**src/gcs_consts.vh**
```
`ifndef GCS_CONSTS_VH
`define GCS_CONSTS_VH
`define GCS_ADDR_W        7
`define GCS_OFS_CONFIG    7'h00
`define GCS_OFS_FLAGS     7'h01
`define GCS_OFS_WRCNT     7'h02
`define GCS_OFS_TARGET    7'h2d
`define GCS_OFS_HOLD      7'h10
`define GCS_CONFIG_W      18
`define GCS_CONFIG_RST    18'h00000
`define GCS_BIT_IRQ_PP    12
`define GCS_BIT_CMP_PP    13
`define GCS_BIT_SMALL_HYS 14
`define GCS_BIT_STOP_EN   15
`define GCS_BIT_DIRECT    16
`define GCS_BIT_TEST      17
`define GCS_FLAG_RESET    0
`define GCS_FLAG_DRV_ERR  1
`define GCS_FLAG_PUMP_UV  2
`define GCS_FLAGS_RST     3'h1
`define GCS_WRCNT_RST     8'h00
`define GCS_TARGET_RST    32'h00000000
`define GCS_HOLD_RST      5'h00
`define GCS_HYS_SHIFT_BIG 4
`define GCS_HYS_SHIFT_SML 5
`endif

```
**src/gcs_global_regs.v**
```verilog
`timescale 1ns/1ps
`include "gcs_consts.vh"
// Contract
// Config bit 12 selects irq pin drive
// Config bit 13 selects compare pin drive
// Bit 14 selects hysteresis 1/16 or 1/32
// Bit 15 lets halt input stop sequencer
// Bit 16 takes coil currents from target
// Direct mode scales coils by hold current
// Direct mode disables velocity current regulation
// Bit 17 routes test signal to decoder
// Host keeps test bit zero normally
// Reset flag set after any reset
// Reset returns all registers to defaults
// Fault flag set on driver shutdown
// Read clears fault only when conditions gone
// Pump undervolt flag set, driver disabled
// Flags register is read to clear
// Count each successful uart write
// Reads keep count; no counting in SPI
// Counter wraps 255 to zero
// Counter cleared by device reset
module gcs_global_regs (
  input  wire        REF_CLK_I,
  input  wire        RST_N_I,
  input  wire [6:0]  REG_ADDR_I,
  input  wire        REG_WR_I,
  input  wire [31:0] REG_WDATA_I,
  input  wire        REG_RD_I,
  output reg  [31:0] REG_RDATA_O,
  input  wire        REG_UART_MODE_I,
  input  wire        DRV_OVERTEMP_I,
  input  wire        DRV_SHORT_I,
  input  wire        PUMP_UNDERVOLT_I,
  input  wire        IRQ_ACTIVE_I,
  input  wire        COMPARE_ACTIVE_I,
  input  wire        HALT_INPUT_PIN_I,
  input  wire [31:0] FREQ_REF_I,
  input  wire [31:0] FREQ_ACT_I,
  input  wire [8:0]  SEQ_COIL_A_I,
  input  wire [8:0]  SEQ_COIL_B_I,
  input  wire        QUIET_REG_EN_I,
  input  wire [2:0]  TEST_SIG_I,
  input  wire        DECODER_OUT_I,
  output wire        IRQ_DIAG_PIN_O,
  output wire        IRQ_DIAG_PIN_OE_O,
  output wire        COMPARE_DIAG_PIN_O,
  output wire        COMPARE_DIAG_PIN_OE_O,
  output wire        FREQ_ABOVE_O,
  output wire        FREQ_BELOW_O,
  output wire        SEQ_STOP_O,
  output wire [8:0]  COIL_A_O,
  output wire [8:0]  COIL_B_O,
  output wire        QUIET_REG_EN_O,
  output wire        DRIVER_ENABLE_O,
  output wire        DECODER_OUT_PIN_O,
  output wire        TEST_ANALOG_EN_O,
  output wire [1:0]  TEST_SELECT_O
);
  reg  [17:0] config_q;
  reg  [2:0]  flags_q;
  reg  [7:0]  wrcnt_q;
  reg  [31:0] target_q;
  reg  [4:0]  hold_q;
  wire        drv_fault = DRV_OVERTEMP_I | DRV_SHORT_I;
  wire        flags_rd  = REG_RD_I & (REG_ADDR_I == `GCS_OFS_FLAGS);
  wire [8:0]  coil_a_scaled;
  wire [8:0]  coil_b_scaled;
  wire        direct    = config_q[`GCS_BIT_DIRECT];
  wire        test      = config_q[`GCS_BIT_TEST];

  function wr_hit;
    input [6:0] addr;
    input [6:0] ofs;
    begin
      wr_hit = REG_WR_I & (addr == ofs);
    end
  endfunction

  // reset defaults
  always @(posedge REF_CLK_I or negedge RST_N_I) begin
    if (!RST_N_I) begin
      config_q <= `GCS_CONFIG_RST;
      target_q <= `GCS_TARGET_RST;
      hold_q   <= `GCS_HOLD_RST;
    end else begin
      if (wr_hit(REG_ADDR_I, `GCS_OFS_CONFIG)) begin
        config_q <= REG_WDATA_I[17:0];
      end
      if (wr_hit(REG_ADDR_I, `GCS_OFS_TARGET)) begin
        target_q <= REG_WDATA_I;
      end
      if (wr_hit(REG_ADDR_I, `GCS_OFS_HOLD)) begin
        hold_q <= REG_WDATA_I[4:0];
      end
    end
  end

  // reset flag, R12 R14 set wins over read clear
  always @(posedge REF_CLK_I or negedge RST_N_I) begin
    if (!RST_N_I) begin
      flags_q <= `GCS_FLAGS_RST;
    end else begin
      // read clears flags
      if (flags_rd) begin
        flags_q[`GCS_FLAG_RESET] <= 1'b0;
        // fault clears only if conditions gone
        flags_q[`GCS_FLAG_DRV_ERR] <= drv_fault;
        flags_q[`GCS_FLAG_PUMP_UV] <= PUMP_UNDERVOLT_I;
      end else begin
        // fault sets flag
        if (drv_fault) begin
          flags_q[`GCS_FLAG_DRV_ERR] <= 1'b1;
        end
        // undervolt sets flag
        if (PUMP_UNDERVOLT_I) begin
          flags_q[`GCS_FLAG_PUMP_UV] <= 1'b1;
        end
      end
    end
  end

  // counter cleared at reset
  always @(posedge REF_CLK_I or negedge RST_N_I) begin
    if (!RST_N_I) begin
      wrcnt_q <= `GCS_WRCNT_RST;
    end else if (REG_WR_I && REG_UART_MODE_I) begin
      // uart writes only, wraps
      wrcnt_q <= wrcnt_q + 8'h01;
    end
  end

  // Read data registered; reads of the counter have no side effect
  always @(posedge REF_CLK_I or negedge RST_N_I) begin
    if (!RST_N_I) begin
      REG_RDATA_O <= 32'h00000000;
    end else if (REG_RD_I) begin
      case (REG_ADDR_I)
        `GCS_OFS_CONFIG: REG_RDATA_O <= {14'h0000, config_q};
        `GCS_OFS_FLAGS:  REG_RDATA_O <= {29'h00000000, flags_q};
        `GCS_OFS_WRCNT:  REG_RDATA_O <= {24'h000000, wrcnt_q};
        default:         REG_RDATA_O <= 32'h00000000;
      endcase
    end
  end

  // irq pin drive style
  assign IRQ_DIAG_PIN_O    = config_q[`GCS_BIT_IRQ_PP] ? IRQ_ACTIVE_I : 1'b0;
  assign IRQ_DIAG_PIN_OE_O = config_q[`GCS_BIT_IRQ_PP] ? 1'b1 : IRQ_ACTIVE_I;
  // compare pin drive style
  assign COMPARE_DIAG_PIN_O    = config_q[`GCS_BIT_CMP_PP] ? COMPARE_ACTIVE_I : 1'b0;
  assign COMPARE_DIAG_PIN_OE_O = config_q[`GCS_BIT_CMP_PP] ? 1'b1 : COMPARE_ACTIVE_I;

  // hysteresis band select
  wire [31:0] hys = config_q[`GCS_BIT_SMALL_HYS] ? (FREQ_REF_I >> `GCS_HYS_SHIFT_SML)
                                                 : (FREQ_REF_I >> `GCS_HYS_SHIFT_BIG);
  assign FREQ_ABOVE_O = ({1'b0, FREQ_ACT_I} > ({1'b0, FREQ_REF_I} + {1'b0, hys}));
  assign FREQ_BELOW_O = ({1'b0, FREQ_ACT_I} + {1'b0, hys}) < {1'b0, FREQ_REF_I};

  // emergency halt
  assign SEQ_STOP_O = config_q[`GCS_BIT_STOP_EN] & HALT_INPUT_PIN_I;

  // scale by hold current
  gcs_coil_scale u_scale_a (
    .clk_i   (REF_CLK_I),
    .rst_n_i (RST_N_I),
    .coil_i  (target_q[8:0]),
    .hold_i  (hold_q),
    .coil_o  (coil_a_scaled)
  );
  gcs_coil_scale u_scale_b (
    .clk_i   (REF_CLK_I),
    .rst_n_i (RST_N_I),
    .coil_i  (target_q[24:16]),
    .hold_i  (hold_q),
    .coil_o  (coil_b_scaled)
  );

  // direct coil source
  assign COIL_A_O = direct ? coil_a_scaled : SEQ_COIL_A_I;
  assign COIL_B_O = direct ? coil_b_scaled : SEQ_COIL_B_I;
  // no velocity regulation
  assign QUIET_REG_EN_O = QUIET_REG_EN_I & ~direct;
  // driver off in undervolt
  assign DRIVER_ENABLE_O = ~PUMP_UNDERVOLT_I & ~drv_fault;

  // analog test routing; R9 leaves the bit zero in normal use
  assign TEST_ANALOG_EN_O  = test;
  assign TEST_SELECT_O     = hold_q[1:0];
  assign DECODER_OUT_PIN_O = test ? TEST_SIG_I[hold_q[1:0] == 2'h3 ? 2'h2 : hold_q[1:0]]
                                  : DECODER_OUT_I;
endmodule // gcs_global_regs

```
**src/gcs_coil_scale.v**
```verilog
`timescale 1ns/1ps
`include "gcs_consts.vh"
// Scales a signed 9-bit coil value by hold current (0..31) as (v*(h+1))/32
module gcs_coil_scale (
  input  wire       clk_i,
  input  wire       rst_n_i,
  input  wire [8:0] coil_i,
  input  wire [4:0] hold_i,
  output reg  [8:0] coil_o
);
  wire signed [8:0]  coil_s = coil_i;
  // Seven bits so that a hold setting of 31 gives +32 and not a negative factor
  wire        [6:0]  factor = {2'b00, hold_i} + 7'h01;
  wire signed [15:0] prod   = coil_s * $signed(factor);
  wire signed [15:0] shr    = prod >>> 5;

  always @(posedge clk_i or negedge rst_n_i) begin
    if (!rst_n_i) begin
      coil_o <= 9'h000;
    end else begin
      coil_o <= shr[8:0];
    end
  end
endmodule // gcs_coil_scale

```
**config.mk**
```make
export PLATFORM = sky130hd
export DESIGN_NAME = gcs_global_regs
export DESIGN_NICKNAME = d
export VERILOG_FILES = /design/src/gcs_global_regs.v /design/src/gcs_coil_scale.v
export VERILOG_INCLUDE_DIRS = /design/src
export SDC_FILE = /design/constraint.sdc
export NUM_CORES = 1
export LEC_CHECK = 0
export BUFFER_PORTS_ARGS = -buffer_cell sky130_fd_sc_hd__buf_4
export CAP_MARGIN = 20
export CORE_UTILIZATION = 35
export CTS_BUF_LIST = sky130_fd_sc_hd__clkbuf_4
export DETAILED_ROUTE_END_ITERATION = 7
export PLACE_DENSITY_LB_ADDON = 0.15
export SETUP_SLACK_MARGIN = 0.02
export SLEW_MARGIN = 20
export SYNTH_ARGS = -nofsm -noshare
export SYNTH_HDL_FRONTEND = slang
export SYNTH_SLANG_ARGS = --single-unit
```
**constraint.sdc**
```tcl
create_clock -name REF_CLK_I -period 6.5 [get_ports REF_CLK_I]
set_input_delay 1.3 -clock REF_CLK_I [delete_from_list [all_inputs] [get_ports REF_CLK_I]]
set_output_delay 1.3 -clock REF_CLK_I [all_outputs]
set_load 0.05 [all_outputs]
```
==> After elaboration in Yosys (flattened, before gate mapping) <==
Cells that the tools add are included.
{ "op_classes": {"addsub": 4, "mul": 2, "div": 0, "magnitude_cmp": 3, "n_eq_ne": 5, "shift": 0, "n_mux": 15, "bitwise": 11, "reduce_logical": 4} }
{ "op_table": {"columns": ["cell", "n"], "rows": [
  ["$add A32 B28 Y33", 2],
  ["$pmux W18 S3", 1],
  ["$gt A32 B33 Y1", 1],
  ["$lt A33 B32 Y1", 1],
  ["$mul A9 B7 Y14", 2],
  ["$mux W28", 1],
  ["$mux W9", 2],
  ["$add A8 B1 Y8 const B", 1],
  ["$mux W1", 8],
  ["$and A1 B1 Y1", 7],
  ["$eq A7 B1 Y1 const B", 1],
  ["$eq A7 B2 Y1 const B", 1],
  ["$eq A7 B5 Y1 const B", 1],
  ["$eq A7 B6 Y1 const B", 1],
  ["$logic_not A7 Y1", 1],
  ["$add A5 B1 Y6 const B", 1],
  ["$mux W2", 2],
  ["$reduce_bool A2 Y1", 2],
  ["$lt A2 B3 Y1 const B", 1],
  ["$not A1 Y1", 3],
  ["$bmux W1 S2", 1],
  ["$eq A2 B2 Y1 const B", 1],
  ["$logic_and A1 B1 Y1", 1],
  ["$or A1 B1 Y1", 1]
]} }
{ "word_totals": {"ff_bits": 109, "latch_bits": 0, "ram_bits": 0, "romBits": 0, "input_bits": 137, "output_inout_bits": 63, "elab_cells": 54, "memories": 0} }

==> Depth between registers and ports, before layout <==
{ "depth": {"word_depth": 5, "depth_mapped": 23, "depth_no_buf": 21} }

==> By module <==
A second synthesis with hierarchy kept.
{ "hier_totals": {"hier_cells": 1320, "area_unflattened_um2": 11788.8} }
{ "modules_own_cells": {"columns": ["module", "n_inst", "cells_per_inst", "area_each_um2", "seq_area_each_um2"], "rows": [
  ["gcs_global_regs", 1, 884, 7667.4, 1752.9],
  ["gcs_coil_scale (u_scale_b)", 1, 217, 2078.2, 225.2],
  ["gcs_coil_scale (u_scale_a)", 1, 219, 2043.2, 225.2]
]} }

==> Worst setup path after synthesis <==
OpenSTA, ideal clock, no wires.
{ "synth_path": {"kind": "in2out", "from": "input FREQ_REF_I[5]", "to": "output FREQ_BELOW_O", "arrival_ps": 5897, "required_ps": 5200, "path_slack_ps": -697, "cell_stages": 18, "path_buffers": 0, "cell_sequence": "inv_1 -> o21ai_0 -> ha_1 -> a211oi_2 -> nor2_2 -> o41ai_4 -> o31ai_4 -> a221oi_4 -> o22ai_2 -> a31oi_1 -> xnor2_1 -> ha_1 -> a21o_1 -> a21oi_1 -> nor4bb_1 -> o31a_1 -> nor3_1 -> a2111oi_2"} }
{ "synth_between": {"elab_chain_len": 3} }
{ "synth_rtl": {"columns": ["element", "line_no", "rtl"], "rows": [
  ["start, declared", "gcs_global_regs.v:38", "input wire [31:0] FREQ_REF_I,"],
  ["$mux W28", "gcs_global_regs.v:155", "wire [31:0] hys = config_q[`GCS_BIT_SMALL_HYS] ? (FREQ_REF_I >> `GCS_HYS_SHIFT_SML)"],
  ["$add A32 B28 Y33", "gcs_global_regs.v:158", "assign FREQ_BELOW_O = ({1'b0, FREQ_ACT_I} + {1'b0, hys}) < {1'b0, FREQ_REF_I};"],
  ["$lt A33 B32 Y1 (*)", "gcs_global_regs.v:158", null],
  ["end, declared", "gcs_global_regs.v:50", "output wire FREQ_BELOW_O,"]
]} }
Mark *: on every way between the ends. The rest lies on a longest branch, timed or not.

==> Worst setup path in the final report <==
{ "layout_path": {"from": "input FREQ_REF_I[20]", "to": "output FREQ_ABOVE_O"} }
{ "layout_between": {"elab_chain_len": 3} }
{ "layout_rtl": {"columns": ["element", "line_no", "rtl"], "rows": [
  ["$mux W28", "gcs_global_regs.v:155", null],
  ["$add A32 B28 Y33 (*)", "gcs_global_regs.v:157", "assign FREQ_ABOVE_O = ({1'b0, FREQ_ACT_I} > ({1'b0, FREQ_REF_I} + {1'b0, hys}));"],
  ["$gt A32 B33 Y1 (*)", "gcs_global_regs.v:157", null],
  ["end, declared", "gcs_global_regs.v:49", "output wire FREQ_ABOVE_O,"]
]} }
Marked as above.

==> impl_metrics.json <==
{
  "combPwrFrac_pct": 57.1,
  "drv_slew": 0,
  "grt_max_degree": 70,
  "final_cell_area_um2": 15800,
  "clk_pin_slew_worst_paths_ns": 0.16,
  "core_area_um2": 33700,
  "multi_input_area_um2": 9560,
  "drt_wl_total_mm": 34.6,
  "switchingPower_uw": 975,
  "cp.arrival_ns": 5.26,
  "die_w_um": 188,
  "place_ws_ns": -0.707,
  "grt-ovfl-total": 0,
  "place_area_um2": 15000,
  "reg2reg_slack_ns": 1.14,
  "fillCellCount": 3401,
  "pwr-share-seq_pct": 28.5,
  "maxCapViolations": 0,
  "cts.path.max_buffers": 2,
  "clock_skew_ns": 0.0154,
  "floorplan.die_area_um2": 35200,
  "cts_tree": "done",
  "hold_viol": 0,
  "wl_per_cell_um": 16.0,
  "tightest_slew_ns": 0.919,
  "hold_path_class": "reg -> reg",
  "async_reset_ff_share_pct": 100,
  "hpwl_mm": 28.2,
  "cts_buffers": 9,
  "path_buf_inv": 5,
  "violations": "negative setup slack",
  "post-route-min-period_ns": 6.56,
  "num_io_pins": 200,
  "routabilityCongestion": 0.913,
  "routed_via_density": 5.07,
  "finalSetupViolCount": 1,
  "final_nets": 2092,
  "placedCellCount": 2131,
  "synth_edf_count": 0,
  "ys.flop_type": "dfrtp_1",
  "p_sw_share_pct": 42.0,
  "path_common_cell": "buf_6",
  "drive_gt1_share_pct": 28.8,
  "path_class": "in -> out",
  "drt_pass1_iterations": 7,
  "fp.dieH_um": 188,
  "ctsRootBufferMaster": "clkbuf_4",
  "grt_util_all_layers_pct": 19.6,
  "crit_chain": "buf_4 > nand2_1 > o21ai_2 > ha_1 > buf_6 > nand2_2 > nor2_4 > buf_6 > buf_4 > a211oi_2 > a31oi_2 > nand3b_1 > o211ai_1 > a2111oi_2 > nor3_2 > ha_1 > nand4_1 > nor4_2 > nand2_1 > nor2_2 > a211oi_2 > o21ai_2 > a41oi_2 > buf_6",
  "rows": 67,
  "required_ns": 5.20,
  "postRouteAntennaNets": 0,
  "relSlewSlack_pct": 38.2,
  "area_delta_synth_final_pct": 30.8,
  "whs_ns": 0.498,
  "grt_first_pass_wirelength_mm": 55.9,
  "fmax_mhz": 152,
  "antenna_found_initial": 0,
  "yosysWarningCount": 0,
  "synthCells": 1378,
  "worst_setup_path_start_kind": "input port",
  "first_global_vias": 10925,
  "internal-power_mw": 1.35,
  "cellPowerDensity_nw_per_um2": 147,
  "peakVddDrop_v": 0.000108,
  "synthTopCellsByCount": "ha_1, inv_1, nand2_1",
  "netlist_top_cells_area": "dfrtp_1, ha_1, fa_1",
  "synthDistinctLibCells": 73,
  "yosysTopAreaCell": "dfrtp_1",
  "p_leak_nw": 7.93,
  "via_count": 10984,
  "cpPeakStageDelay_ns": 0.38,
  "yosysMostFrequentCell": "ha_1",
  "status": "complete, but fails checks",
  "numClockSinks": 88,
  "initial_utilization_pct": 35.8,
  "io_buffers": 178,
  "fin_cells": 2168,
  "ff_latch_area_um2": 2200,
  "critPathMaxFanout": 5,
  "yosysTopAreaCellShare_pct": 18.0,
  "finalCritPeriodShare_pct": 101,
  "clockPowerShare_pct": 14.5,
  "htree_levels": 3,
  "antenna_cells": 0,
  "cp_slowest_cell": "a2111oi_2",
  "synth_area_um2": 12100,
  "ys_seq_area_share_pct": 18.3,
  "p_total_mw": 2.32,
  "rsz0062_at_grt": "yes",
  "drt_iter0_drc": 438,
  "endpoint_kind": "output pin",
  "ys_ff_latch": 88,
  "drc_errors": 0,
  "avgSynthCellArea_um2": 8.75,
  "clock_latency_ns": 0.47,
  "critPathTopFamily": "compound AO/OA/AOI/OAI gates",
  "worst_slack_ns": -0.0598
}
==> cells by family after synthesis <==
| family | Yosys count | synth area share [%] |
|---|---|---|
| compound gates | 311 | 16.9 |
| xor+xnor | 86 | 6.24 |
| fa+ha+maj | 240 | 29.1 |
| buf+inv | 201 | 6.78 |
| flops | 88 | 18.3 |
| mux | 62 | 5.78 |
| other cells | 1 | 0.0311 |
| simple gates | 389 | 16.9 |
==> path summary, 6_finish.rpt <==
| kind | start | to | cells past startpoint |
|---|---|---|---|
| max reg2reg | hold_q[1] | u_scale_b.coil_o[8] | 17 |
| min in group asynchronous | RST_N_I | u_scale_b.coil_o[7] | 1 |
| max in group asynchronous | RST_N_I | wrcnt_q[1] | 2 |
| min reg2reg | wrcnt_q[7] | wrcnt_q[7] | 1 |
| max | FREQ_REF_I[20] | FREQ_ABOVE_O | 24 |
| min | wrcnt_q[7] | wrcnt_q[7] | 1 |
==> final cells by class <==
type	count	share of cell area [%]
Multi-Input combinational cell	1102	60.6
Timing Repair Buffer	356	17.2
Sequential cell	88	14.0
Inverter	158	3.78
Tap cell	448	3.55
Clock buffer	10	0.476
Clock inverter	6	0.428
==> worst register-to-register path, stage by stage (launching register included) <==
cell and delay, ns:
dfrtp_1 0.48, inv_1 0.07, ha_1 0.76, nor2b_1 0.15, fa_1 0.51, inv_1 0.05, fa_1 0.48, inv_1 0.06
fa_1 0.53, inv_1 0.05, fa_1 0.52, inv_1 0.04, ha_1 0.21, or3_1 0.38, o211ai_1 0.26, nand2_1 0.12
o41ai_1 0.34, xnor2_1 0.23
==> through the flow <==
step | setup TNS [ns] | util [%]
floorplan | -0.0287 | -
global placement | -1.08 | 44.5
detailed placement | -1.28 | 44.5
CTS | -0.365 | 45.6
global route | -0.464 | 46.8
finish | -0.0598 | 46.8
==> sequential cells by signal (all words and copies together), names as in the netlist <==
register / count
REG_RDATA_O: 18
config_q: 18
flags_q: 3
hold_q: 5
target_q: 18
u_scale_a.coil_o: 9
u_scale_b.coil_o: 9
wrcnt_q: 8
==> per-layer routing <==
metal  global-route usage [%]  wire, um  up-vias
met1                     28.3     17000     5257
met4                     4.41       539        0
li1                         -         -     5466
met5                        0         0        -
met2                     31.8     16000      230
met3                     1.70      1130       31
==> cells in the final DEF (no fill, tap or decap), types with 10 or more instances in the layout <==
cell type | netlist | layout
nor3_1 | 22 | 19
xor2_1 | 24 | 24
ha_1 | 172 | 159
nor2b_1 | 46 | 46
xnor2_1 | 62 | 62
o21ai_1 | 27 | 34
a21o_1 | 44 | 44
conb_1 | 1 | 14
fa_1 | 68 | 66
nand2_1 | 91 | 86
a21oi_2 | 0 | 11
nand2b_1 | 21 | 21
clkbuf_4 | 0 | 10
mux2_2 | 27 | 27
o211ai_1 | 11 | 11
and3_1 | 10 | 10
a21oi_1 | 78 | 66
o21ai_0 | 55 | 34
nand3_1 | 23 | 21
inv_1 | 157 | 154
or3_1 | 10 | 10
nor2_1 | 65 | 61
buf_4 | 16 | 348
o21ai_2 | 0 | 10
mux2_1 | 34 | 34
dfrtp_1 | 87 | 86
nand4_1 | 21 | 21
and2_1 | 50 | 50
==> power groups by stage <==
stage | Combinational (mW) | Sequential [mW] | Clock (mW)
floorplan | 0.803 | 0.649 | 0
global placement | 1.21 | 0.671 | 0
detailed placement | 1.22 | 0.672 | 0
CTS | 1.27 | 0.662 | 0.353
global route | 1.48 | 0.671 | 0.374
finish | 1.33 | 0.661 | 0.336
==> what timing repair did <==
action / in CTS / in global routing
hold buffers: 0 / 0
setup buffers: 7 / 15
gates cloned: 0 / 0
resized for setup: 55 / 70
pin swaps: 45 / 53
setup endpoints to repair: 2 / 2
No activity file was read; power rests on OpenSTA's default activity.
